File: src/core/pmc_cfg_pkg.sv
package pmc_cfg_pkg;

  // Register offsets
  localparam logic [6:0] OFS_LTS_CFG = 7'h06;
  localparam logic [6:0] OFS_USB_CFG = 7'h13;
  localparam logic [6:0] OFS_PROT_LAST = 7'h18;
  localparam logic [6:0] OFS_RESTART_WORD = 7'h1A;
  localparam logic [6:0] OFS_UNLOCK_KEY = 7'h1B;
  localparam logic [6:0] OFS_STATUS = 7'h1F;
  localparam logic [6:0] OFS_NVM_BASE = 7'h40;
  localparam logic [6:0] OFS_NVM_RO_BASE = 7'h76;

  // Protected bank size
  localparam int BANK_DEPTH = 25;

  // Field positions
  localparam int BIT_NO_PROTECT = 0;
  localparam int BIT_FRC_BAT_HIZ = 2;
  localparam int BIT_FRC_HRV_HIZ = 3;
  localparam int CHG_SEL_LSB = 0;
  localparam int CHG_SEL_W = 2;

  // Reset values
  localparam logic [7:0] CFG_RESET = 8'h00;
  localparam logic [7:0] WORD_RESET = 8'h00;
  localparam logic [7:0] KEY_RESET = 8'h00;

  // Key and restart codes
  localparam logic [7:0] KEY_RESTART = 8'hE2;
  localparam logic [7:0] KEY_CFG = 8'h4B;
  localparam logic [7:0] KEY_NVM = 8'hA5;
  localparam logic [7:0] RESTART_CODE = 8'hAB;

  // Storage check delay after boot
  localparam int CLK_PERIOD_NS = 10;
  localparam int LTS_CHECK_NS = 10000;
  localparam int LTS_CHECK_CYC = (LTS_CHECK_NS + CLK_PERIOD_NS - 1) / CLK_PERIOD_NS;
  localparam int CNT_W = 10;

endpackage

File: src/core/pmc_sync2.sv
`timescale 1ns/10ps
`default_nettype none
module pmc_sync2 (
  // Clock and reset
  input wire logic clk,
  input wire logic rst_n,
  // Level in and out
  input wire logic d,
  output logic q
);

  logic meta_q;

  // Two-stage capture of an outside level
  always_ff @(posedge clk or negedge rst_n) begin
    if (!rst_n) begin
      meta_q <= 1'b0;
      q <= 1'b0;
    end else begin
      meta_q <= d;
      q <= meta_q;
    end
  end

endmodule
`default_nettype wire

File: src/core/pmc_protected_cfg.sv
`timescale 1ns/10ps
`default_nettype none
module pmc_protected_cfg (
  // Clock and reset
  input wire logic MCLK,
  input wire logic RST_N,
  // Register port from serial front end
  input wire logic REG_WR,
  input wire logic REG_RD,
  input wire logic [6:0] REG_ADDR,
  input wire logic [7:0] REG_WDATA,
  input wire logic TXN_END,
  output logic [7:0] REG_RDATA,
  // Analog status pins
  input wire logic USB_DET,
  input wire logic LTS_BELOW_MIN,
  // Indicator levels from supervisor
  input wire logic HRV_LOW_LVL,
  input wire logic BAT_LOW_LVL,
  // Indicator pins
  output logic HRV_LOW_O,
  output logic HRV_LOW_OE,
  output logic BAT_LOW_O,
  output logic BAT_LOW_OE,
  // USB charging
  output logic USB_REG_EN,
  output logic [1:0] CHG_SEL,
  // Storage connection and restart
  output logic LTS_CONNECT,
  output logic COLD_START,
  output logic SOFT_RST,
  // Nonvolatile memory write strobe
  output logic NVM_WR,
  output logic [5:0] NVM_ADDR,
  output logic [7:0] NVM_WDATA
);

  typedef enum logic [1:0] {ST_BOOT, ST_LTS, ST_COLD} boot_e;

  logic usb_s;
  logic lts_low_s;
  logic [7:0] bank_q [0:pmc_cfg_pkg::BANK_DEPTH-1];
  logic [7:0] key_q, key_d;
  logic [7:0] word_q, word_d;
  logic [pmc_cfg_pkg::CNT_W-1:0] cnt_q, cnt_d;
  logic prot_latch_q, prot_latch_d;
  logic soft_q;
  boot_e state_q, state_d;
  logic cold_d, conn_d;
  logic [7:0] rdata_d;

  // Outside levels
  pmc_sync2 u_sync_usb (
    .clk(MCLK),
    .rst_n(RST_N),
    .d(USB_DET),
    .q(usb_s)
  );
  pmc_sync2 u_sync_lts (
    .clk(MCLK),
    .rst_n(RST_N),
    .d(LTS_BELOW_MIN),
    .q(lts_low_s)
  );

  // Address decode
  wire in_bank = (REG_ADDR <= pmc_cfg_pkg::OFS_PROT_LAST);
  wire wr_key = REG_WR && (REG_ADDR == pmc_cfg_pkg::OFS_UNLOCK_KEY);
  wire wr_word = REG_WR && (REG_ADDR == pmc_cfg_pkg::OFS_RESTART_WORD);
  wire in_nvm = (REG_ADDR >= pmc_cfg_pkg::OFS_NVM_BASE) && (REG_ADDR < pmc_cfg_pkg::OFS_NVM_RO_BASE);
  wire bank_we = REG_WR && in_bank && (key_q == pmc_cfg_pkg::KEY_CFG);
  wire nvm_we = REG_WR && in_nvm && (key_q == pmc_cfg_pkg::KEY_NVM);
  wire restart = wr_word && (key_q == pmc_cfg_pkg::KEY_RESTART) && (REG_WDATA == pmc_cfg_pkg::RESTART_CODE);
  wire [4:0] bank_idx = REG_ADDR[4:0];

  // Configuration fields in use
  wire [7:0] usb_cfg = bank_q[pmc_cfg_pkg::OFS_USB_CFG[4:0]];
  wire no_protect = bank_q[pmc_cfg_pkg::OFS_LTS_CFG[4:0]][pmc_cfg_pkg::BIT_NO_PROTECT];
  wire [1:0] sel = usb_cfg[pmc_cfg_pkg::CHG_SEL_LSB +: pmc_cfg_pkg::CHG_SEL_W];
  wire frc_hrv = usb_cfg[pmc_cfg_pkg::BIT_FRC_HRV_HIZ];
  wire frc_bat = usb_cfg[pmc_cfg_pkg::BIT_FRC_BAT_HIZ];
  wire cnt_done = (cnt_q == pmc_cfg_pkg::CNT_W'(pmc_cfg_pkg::LTS_CHECK_CYC - 1));

  // Key: cleared by transaction end and soft restart
  always_comb begin
    key_d = key_q;
    if (wr_key) begin
      key_d = REG_WDATA;
    end
    if (TXN_END) begin
      key_d = pmc_cfg_pkg::KEY_RESET;
    end
    if (soft_q) begin
      key_d = pmc_cfg_pkg::KEY_RESET;
    end
  end

  // Restart word held only under its key
  always_comb begin
    word_d = word_q;
    if (wr_word) begin
      word_d = REG_WDATA;
    end
    if (key_d != pmc_cfg_pkg::KEY_RESTART) begin
      word_d = pmc_cfg_pkg::WORD_RESET;
    end
  end

  // Key, word and restart pulse
  always_ff @(posedge MCLK or negedge RST_N) begin
    if (!RST_N) begin
      key_q <= pmc_cfg_pkg::KEY_RESET;
      word_q <= pmc_cfg_pkg::WORD_RESET;
      soft_q <= 1'b0;
    end else begin
      key_q <= key_d;
      word_q <= word_d;
      soft_q <= restart;
    end
  end

  // Protected bank, reloaded on restart
  always_ff @(posedge MCLK or negedge RST_N) begin
    if (!RST_N) begin
      for (int i = 0; i < pmc_cfg_pkg::BANK_DEPTH; i++) begin
        bank_q[i] <= pmc_cfg_pkg::CFG_RESET;
      end
    end else if (soft_q) begin
      for (int i = 0; i < pmc_cfg_pkg::BANK_DEPTH; i++) begin
        bank_q[i] <= pmc_cfg_pkg::CFG_RESET;
      end
    end else if (bank_we) begin
      bank_q[bank_idx] <= REG_WDATA;
    end
  end

  always_comb begin
    rdata_d = 8'h00;
    if (in_bank) begin
      rdata_d = bank_q[bank_idx];
    end
    if (REG_ADDR == pmc_cfg_pkg::OFS_LTS_CFG) begin
      rdata_d = {7'h00, no_protect};
    end
    if (REG_ADDR == pmc_cfg_pkg::OFS_RESTART_WORD) begin
      rdata_d = word_q;
    end
    if (REG_ADDR == pmc_cfg_pkg::OFS_UNLOCK_KEY) begin
      rdata_d = key_q;
    end
    if (REG_ADDR == pmc_cfg_pkg::OFS_STATUS) begin
      rdata_d = {3'h0, usb_s, lts_low_s, prot_latch_q, state_q};
    end
  end

  // Storage start attempt sequencer
  always_comb begin
    state_d = state_q;
    cnt_d = cnt_q;
    prot_latch_d = prot_latch_q;
    cold_d = 1'b0;
    case (state_q)
      ST_BOOT: begin
        cnt_d = cnt_q + 1'b1;
        if (prot_latch_q) begin
          state_d = ST_COLD;
        end else if (cnt_done) begin
          cnt_d = '0;
          if (lts_low_s && !no_protect) begin
            prot_latch_d = 1'b1;
            cold_d = 1'b1;
            state_d = ST_COLD;
          end else begin
            state_d = ST_LTS;
          end
        end
      end
      ST_LTS: begin
        if (lts_low_s && !no_protect) begin
          prot_latch_d = 1'b1;
          cold_d = 1'b1;
          state_d = ST_COLD;
        end
      end
      ST_COLD: begin
        state_d = ST_COLD;
      end
      default: begin
        state_d = ST_BOOT;
      end
    endcase
    if (soft_q) begin
      state_d = ST_BOOT;
      cnt_d = '0;
    end
  end

  assign conn_d = (state_d == ST_BOOT && !prot_latch_d) || (state_d == ST_LTS);

  // Sequencer registers; latch survives soft restart
  always_ff @(posedge MCLK or negedge RST_N) begin
    if (!RST_N) begin
      state_q <= ST_BOOT;
      cnt_q <= '0;
      prot_latch_q <= 1'b0;
    end else begin
      state_q <= state_d;
      cnt_q <= cnt_d;
      prot_latch_q <= prot_latch_d;
    end
  end

  // Registered outputs
  always_ff @(posedge MCLK or negedge RST_N) begin
    if (!RST_N) begin
      REG_RDATA <= 8'h00;
      HRV_LOW_O <= 1'b0;
      HRV_LOW_OE <= 1'b0;
      BAT_LOW_O <= 1'b0;
      BAT_LOW_OE <= 1'b0;
      USB_REG_EN <= 1'b0;
      CHG_SEL <= 2'h0;
      LTS_CONNECT <= 1'b0;
      COLD_START <= 1'b0;
      SOFT_RST <= 1'b0;
      NVM_WR <= 1'b0;
      NVM_ADDR <= 6'h00;
      NVM_WDATA <= 8'h00;
    end else begin
      if (REG_RD) begin
        REG_RDATA <= rdata_d;
      end
      HRV_LOW_O <= HRV_LOW_LVL;
      HRV_LOW_OE <= !(frc_hrv && usb_s);
      BAT_LOW_O <= BAT_LOW_LVL;
      BAT_LOW_OE <= !(frc_bat && usb_s);
      USB_REG_EN <= usb_s;
      CHG_SEL <= usb_s ? sel : 2'h0;
      LTS_CONNECT <= conn_d;
      COLD_START <= cold_d;
      SOFT_RST <= restart;
      NVM_WR <= nvm_we;
      NVM_ADDR <= REG_ADDR[5:0];
      NVM_WDATA <= REG_WDATA;
    end
  end
endmodule
`default_nettype wire

File: config.mk
export PLATFORM = sky130hd
export DESIGN_NAME = pmc_protected_cfg
export DESIGN_NICKNAME = d
export VERILOG_FILES = /design/src/core/pmc_cfg_pkg.sv /design/src/core/pmc_sync2.sv /design/src/core/pmc_protected_cfg.sv
export SDC_FILE = /design/constraint.sdc
export NUM_CORES = 1
export LEC_CHECK = 0
export BUFFER_PORTS_ARGS = -buffer_cell sky130_fd_sc_hd__buf_2
export CAP_MARGIN = 0
export CORE_ASPECT_RATIO = 1.25
export CORE_UTILIZATION = 30
export CTS_CLUSTER_DIAMETER = 100
export DETAILED_ROUTE_END_ITERATION = 10
export MAX_ROUTING_LAYER = met4
export PLACE_DENSITY = 0.5
export REMOVE_ABC_BUFFERS = 1
export SLEW_MARGIN = 20
export SYNTH_ARGS = -nofsm -noshare
export SYNTH_HDL_FRONTEND = slang
export SYNTH_SLANG_ARGS = --single-unit
File: constraint.sdc
create_clock -name MCLK -period 3.8 [get_ports MCLK]
set_clock_uncertainty 0.15 [all_clocks]
set_input_delay 0.38 -clock MCLK [delete_from_list [all_inputs] [get_ports MCLK]]
set_output_delay 0.38 -clock MCLK [all_outputs]
set_load 0.02 [all_outputs]
# Word-level counts from Yosys, hierarchy flattened
# Index checks and enable logic that the tools add are counted.
[word_totals]
latchBits = 0
ramBits = 0
reg_bits = 266
mem_bits_ro = 0
output_inout_bits = 33
n_memories = 0
in_bits = 24
[classes]
n_reduce_logical = 24
div_mod_pow = 0
shifts = 0
muxes = 36
mul = 0
n_lt_le_gt_ge = 5
n_eq_ne = 13
add_sub_neg = 1
bitwise_logic = 1
[op_table]
columns = ["cell", "count"]
rows = [
  ["$mux 200", 2],
  ["$bwmux 200", 1],
  ["$mux 8", 13],
  ["$bmux 8 s5", 1],
  ["$demux 8 s5", 1],
  ["$mux 10", 4],
  ["$eq 8x8->1 const B", 3],
  ["$eq 7x5->1 const B", 3],
  ["$logic_and 1x1->1", 14],
  ["$mux 2", 6],
  ["$add 10x1->10 const B", 1],
  ["$eq 10x10->1 const B", 1],
  ["$eq 8x7->1 const B", 1],
  ["$ne 8x8->1 const B", 1],
  ["$eq 7x3->1 const B", 1],
  ["$ge 7x7->1 const B", 1],
  ["$le 7x5->1 const B", 1],
  ["$lt 7x7->1 const B", 1],
  ["$ge 6x6->1 const B", 1],
  ["$lt 6x1->1 const B", 1],
  ["$not 5->6", 1],
  ["$pmux 2 s3", 1],
  ["$reduce_bool 2->1", 3],
  ["$mux 1", 5],
  ["other kinds (6)", 12],
]

# Longest topological paths before layout
[logic_depth]
ltp_word = 10
mapped_depth = 9
mapped_depth_nobuf = 6

# By module
# A second synthesis with hierarchy kept.
[hier_totals]
hier_cells = 1289
area_unflattened_um2 = 12932.4
[by_module_without_submodules]
columns = ["module", "n_inst", "cells_per_inst", "area_per_inst_um2"]
rows = [
  ["pmc_protected_cfg", 1, 1285, 12832.3],
  ["pmc_sync2", 2, 2, 50.0],
]

# Least setup slack after synthesis
# OpenSTA, ideal clock, no wires.
[synth_timing]
kind = "input to register"
from = "input REG_ADDR[0]"
to = "register bank_q[90] in the netlist's numbering"
setup_slack_ns = 1.198
n_path_buf = 2
cell_stages = 7
t_arrival_ns = 2.320
path_cell_list = "buf_6 > o311a_1 > or4_4 > buf_12 > nor4_4 > mux2i_1 > nor2_1"
[synth_via]
elab_chain_len = 8
word_cells_on_any_way = 13
classes_between = "3 x order compare; 5 x mux; 1 x bitwise; 4 x reduce/logical"
[synth_rtl]
columns = ["element", "line", "rtl"]
rows = [
  ["start, declared", "pmc_protected_cfg.sv:10", "input wire logic [6:0] REG_ADDR,"],
  ["$not 5->6 (implied by the code)", "pmc_protected_cfg.sv:133", "bank_q[bank_idx] <= REG_WDATA;"],
  ["$ge 6x6->1 (implied by the code) / $lt 6x1->1 (equally long branches)", "pmc_protected_cfg.sv:133", ""],
  ["$logic_and 1x1->1 (implied by the code)", "pmc_protected_cfg.sv:133", ""],
  ["$mux 8 (implied by the code)", "pmc_protected_cfg.sv:133", ""],
  ["$demux 8 s5", "pmc_protected_cfg.sv:133", ""],
  ["$bwmux 200", "pmc_protected_cfg.sv:133", ""],
  ["$mux 200", "pmc_protected_cfg.sv:132", "end else if (bank_we) begin"],
  ["$mux 200", "pmc_protected_cfg.sv:128", "end else if (soft_q) begin"],
  ["end signal, assigned by index", "pmc_protected_cfg.sv:126", "bank_q[i] <= pmc_cfg_pkg::CFG_RESET;"],
  ["end signal, assigned by index", "pmc_protected_cfg.sv:130", "bank_q[i] <= pmc_cfg_pkg::CFG_RESET;"],
  ["end, declared", "pmc_protected_cfg.sv:42", "logic [7:0] bank_q [0:pmc_cfg_pkg::BANK_DEPTH-1];"],
]
# Parallel ways exist; a longest one is shown, timed or not. The select of a mux whose other input is x is not followed.
# A chain may end at the register's enable or synchronous reset.

# Worst setup path after layout
[layout_timing]
from = "register key_q[4]"
to = "register bank_q[31] in the netlist's numbering"
[layout_via]
elab_chain_len = 3
[layout_rtl]
columns = ["element", "line", "rtl"]
rows = [
  ["start, declared", "pmc_protected_cfg.sv:43", "logic [7:0] key_q, key_d;"],
  ["start signal, assigned", "pmc_protected_cfg.sv:112", "key_q <= pmc_cfg_pkg::KEY_RESET;"],
  ["start signal, assigned", "pmc_protected_cfg.sv:116", "key_q <= key_d;"],
  ["$eq 8x7->1", "pmc_protected_cfg.sv:71", "wire bank_we = REG_WR && in_bank && (key_q == pmc_cfg_pkg::KEY_CFG);"],
  ["$logic_and 1x1->1", "pmc_protected_cfg.sv:71", ""],
  ["$reduce_bool 2->1 (no source line)", "-", ""],
]
# No other way between the ends.

==> impl_results.md <==
- Status: finished, final reports clean
- Die Span Y: between 200 and 250 µm
- Hold WS: around 21 ps
- DRT met1 WL: 18.4 mm
- CTS Hold Bufs: 8
- Max-Cap Viols: 0
- Sequential-to-total area share from yosys stat: between 50 and 60%
- Setup Viol. Count Final: 0
- Required @ worst endpoint: ~4000 ps
- Reg clk slew, reported paths: 60 ps
- Die area: 0.0444 mm²
- Data arrival, critical path: 3270 ps
- Comb power frac: about 5.9%
- DR vias/cell: 5.19
- Commonest non-fill, non-tap cell in the layout: nand2_1
- Sequential share of power: between 40% and 50%
- Net Sw Power: approximately 1.5 mW
- Post-synth EDFFs: 0
- Met2 wire len: 19.8 mm
- Post-cts sizing count: 0
- Layout area overhead: 15.2%
- Wirelength per Cell: approximately 22 µm
- IO Count: 57
- Async S/R FF share, synth: 100%
- Port bufs: between 50 and 60
- Yosys cell types: 68
- Tmin final: 3010 ps
- P_leak: between 6 and 7 nW
- Most frequent cells in the layout: nand2_1, dfrtp_1, a21oi_1, nor2_1, mux2i_1
- Initial Util: ~30%
- Final hold violations: 0
- Slew Viols, Final: 0
- Post-CTS setup buffers: 0
- Core footprint: roughly 0.043 mm²
- Gate Count Post-Synth: about 1300
- Residual DRC count: 0
- Ys Warns: 0
- DRT Pass-1 Iters: 5
- Fraction of layout cells with a size suffix above 1: 16.5%
- Fill cell count: around 4400
- Setup crit start kind: flip-flop
- Root Driver: clkbuf_16
- Vias in the first global route: roughly 10000
- Via count: ~10000
- FP Rows: between 80 and 90
- Power per cell area: a little over 400 mW/mm²
- Rel. slew slack: between 40% and 50%
- Wirelength, routed: about 41 mm
- Clk_lat worst skew: 580 ps
- Aggregate global routing overflow: 0
- Clock sinks: about 270
- Worst-path fanout max: 14
- Fmax: around 0.33 GHz
- Met3 wire length: between 1.5 and 2 mm
- Largest net degree at the start of global routing: between 100 and 150
- Crit Path Class: reg2reg
- # diodes: 0
- CTS Buffer Depth: 3
- TritonCTS clock tree: yes
- Placed wire-length estimate: roughly 26 mm
- Crit. End Element: flip-flop
- Total power: 6.21 mW
- Crit share post-route: between 70 and 80%
- Multi-input gate area in the final layout: roughly 0.0060 mm²
- Avg Inst Size Synth: 10.1 µm²
- Seq cells post-synth: roughly 270
- Initial antenna violation count: 0
- Antenna viol nets, final: 0
- Clock network power share: around half
- RSZ-0062 raised after global routing: no
- Top Layer Used: met4
- Most used DFF post-synth: dfrtp_1
- Storage element area: 0.00666 mm²
- H-tree levels: 1
- Final #Nets: between 1000 and 1500
- Total CTS buffers: 31
- GRT Total Usage: about 19%
- Worst min path class: in2reg
- Worst vdd ir: between 0.3 and 0.4 mV
- Switching fraction of total power: around 25%
- Gp weighted congestion: around 0.86
- Mapped Area: 0.0131 mm²
- First-pass GRT wire length: 64.1 mm
- Number of DRC markers in iteration 0: 799
- Chip width: around 190 µm
- Total internal power: 4.67 mW
- Worst-margin pin slew: around 900 ps
final cells by class:
class / instances / share of cell area (%)
sequential: 266 / 44.2
multi-input combinational: 932 / 39.9
clock buffer: 39 / 5.68
tap: 565 / 4.69
timing repair buffer: 92 / 4.22
clock inverter: 17 / 1.03
inverter: 9 / 0.224
cells by family after synthesis:
| kind of cell | count (synthesis) | share of synthesized area [%] |
|---|---|---|
| and+or+nand+nor | 562 | 21.1 |
| DFF | 266 | 50.9 |
| AOI/OAI and AO/OA | 223 | 9.72 |
| muxes | 141 | 14.7 |
| buffers and inverters | 98 | 3.20 |
| xor gates and xnor gates | 5 | 0.335 |
| adders and majority gates | 1 | 0.0957 |
per-stage QoR:
| stage | setup TNS [ps] | setup WS (ps) | utilization [%] | instances | cell area [µm²] |
|---|---|---|---|---|---|
| after global placement | 0 | 758 | 32.4 | 1856 | 14000 |
| final | 0 | 795 | 35.0 | 1920 | 15100 |
| after detailed placement | 0 | 752 | 32.4 | 1856 | 14000 |
| after global routing | 0 | 606 | 35.0 | 1920 | 15100 |
| after floorplan | -43740 | -1220 | - | 1207 | 12700 |
| after CTS | 0 | 801 | 35.0 | 1920 | 15100 |
synthesized netlist by cell type (7+ instances only):
library cell,instances,area share (%)
nand3_1,24,0.92
nor4_4,9,1.5
o21ai_0,20,0.77
or2_2,9,0.43
nand4_1,13,0.62
nor3_4,10,1.2
mux4_2,40,6.9
clkbuf_1,70,2.0
buf_1,9,0.26
nor2_1,111,3.2
a211oi_1,7,0.40
a21oi_1,153,5.9
nand2_1,310,8.9
mux2i_1,97,7.4
nor2b_1,15,0.72
dfrtp_1,266,51
nor4_1,7,0.33
inv_1,9,0.26
state kept, by name, summed over array words and instances, names as in the netlist, 2 cells and up:
name,flops
REG_RDATA,8
key_q,8
CHG_SEL,2
state_q,2
bank_q,192
usb_cfg,8
word_q,8
NVM_WDATA,8
cnt_q,10
NVM_ADDR,6
worst max-delay path: stages, from the launching register on:
cell     delay [ps]
dfrtp_1         430
or4b_4          590
or4_4           630
buf_4           290
nor4_4          220
buf_4           250
mux2i_1         220
nor2_1           50
per-layer routing:
metal	global-route usage, %	up-vias
li1	-	4598
met4	6.94	0
met5	-	-
met2	30.8	287
met3	2.09	91
met1	25.5	4997
power groups by stage:
stage | clock network (mW) | registers (mW) | logic [mW]
6_report | 2.99 | 2.85 | 0.366
5_1_grt | 3.17 | 2.85 | 0.393
4_1_cts | 3.06 | 2.85 | 0.372
3_5_place_dp | 0 | 2.91 | 0.365
3_3_place_gp | 0 | 2.91 | 0.364
2_1_floorplan | 0 | 2.92 | 0.0922
worst paths after layout:
path,start,end,slack [ps],cells past startpoint
hold reg to reg,u_sync_usb.meta_q,u_sync_usb.q,200,0
hold / removal,REG_WDATA[2],NVM_WDATA[2],20,1
setup reg to reg,key_q[4],bank_q[31],790,7
setup / recovery,key_q[4],bank_q[31],790,7
min in group asynchronous,RST_N,cnt_q[3],100,2
max in group asynchronous,RST_N,bank_q[90],2410,3
No activity file was read; power rests on OpenSTA's default activity.
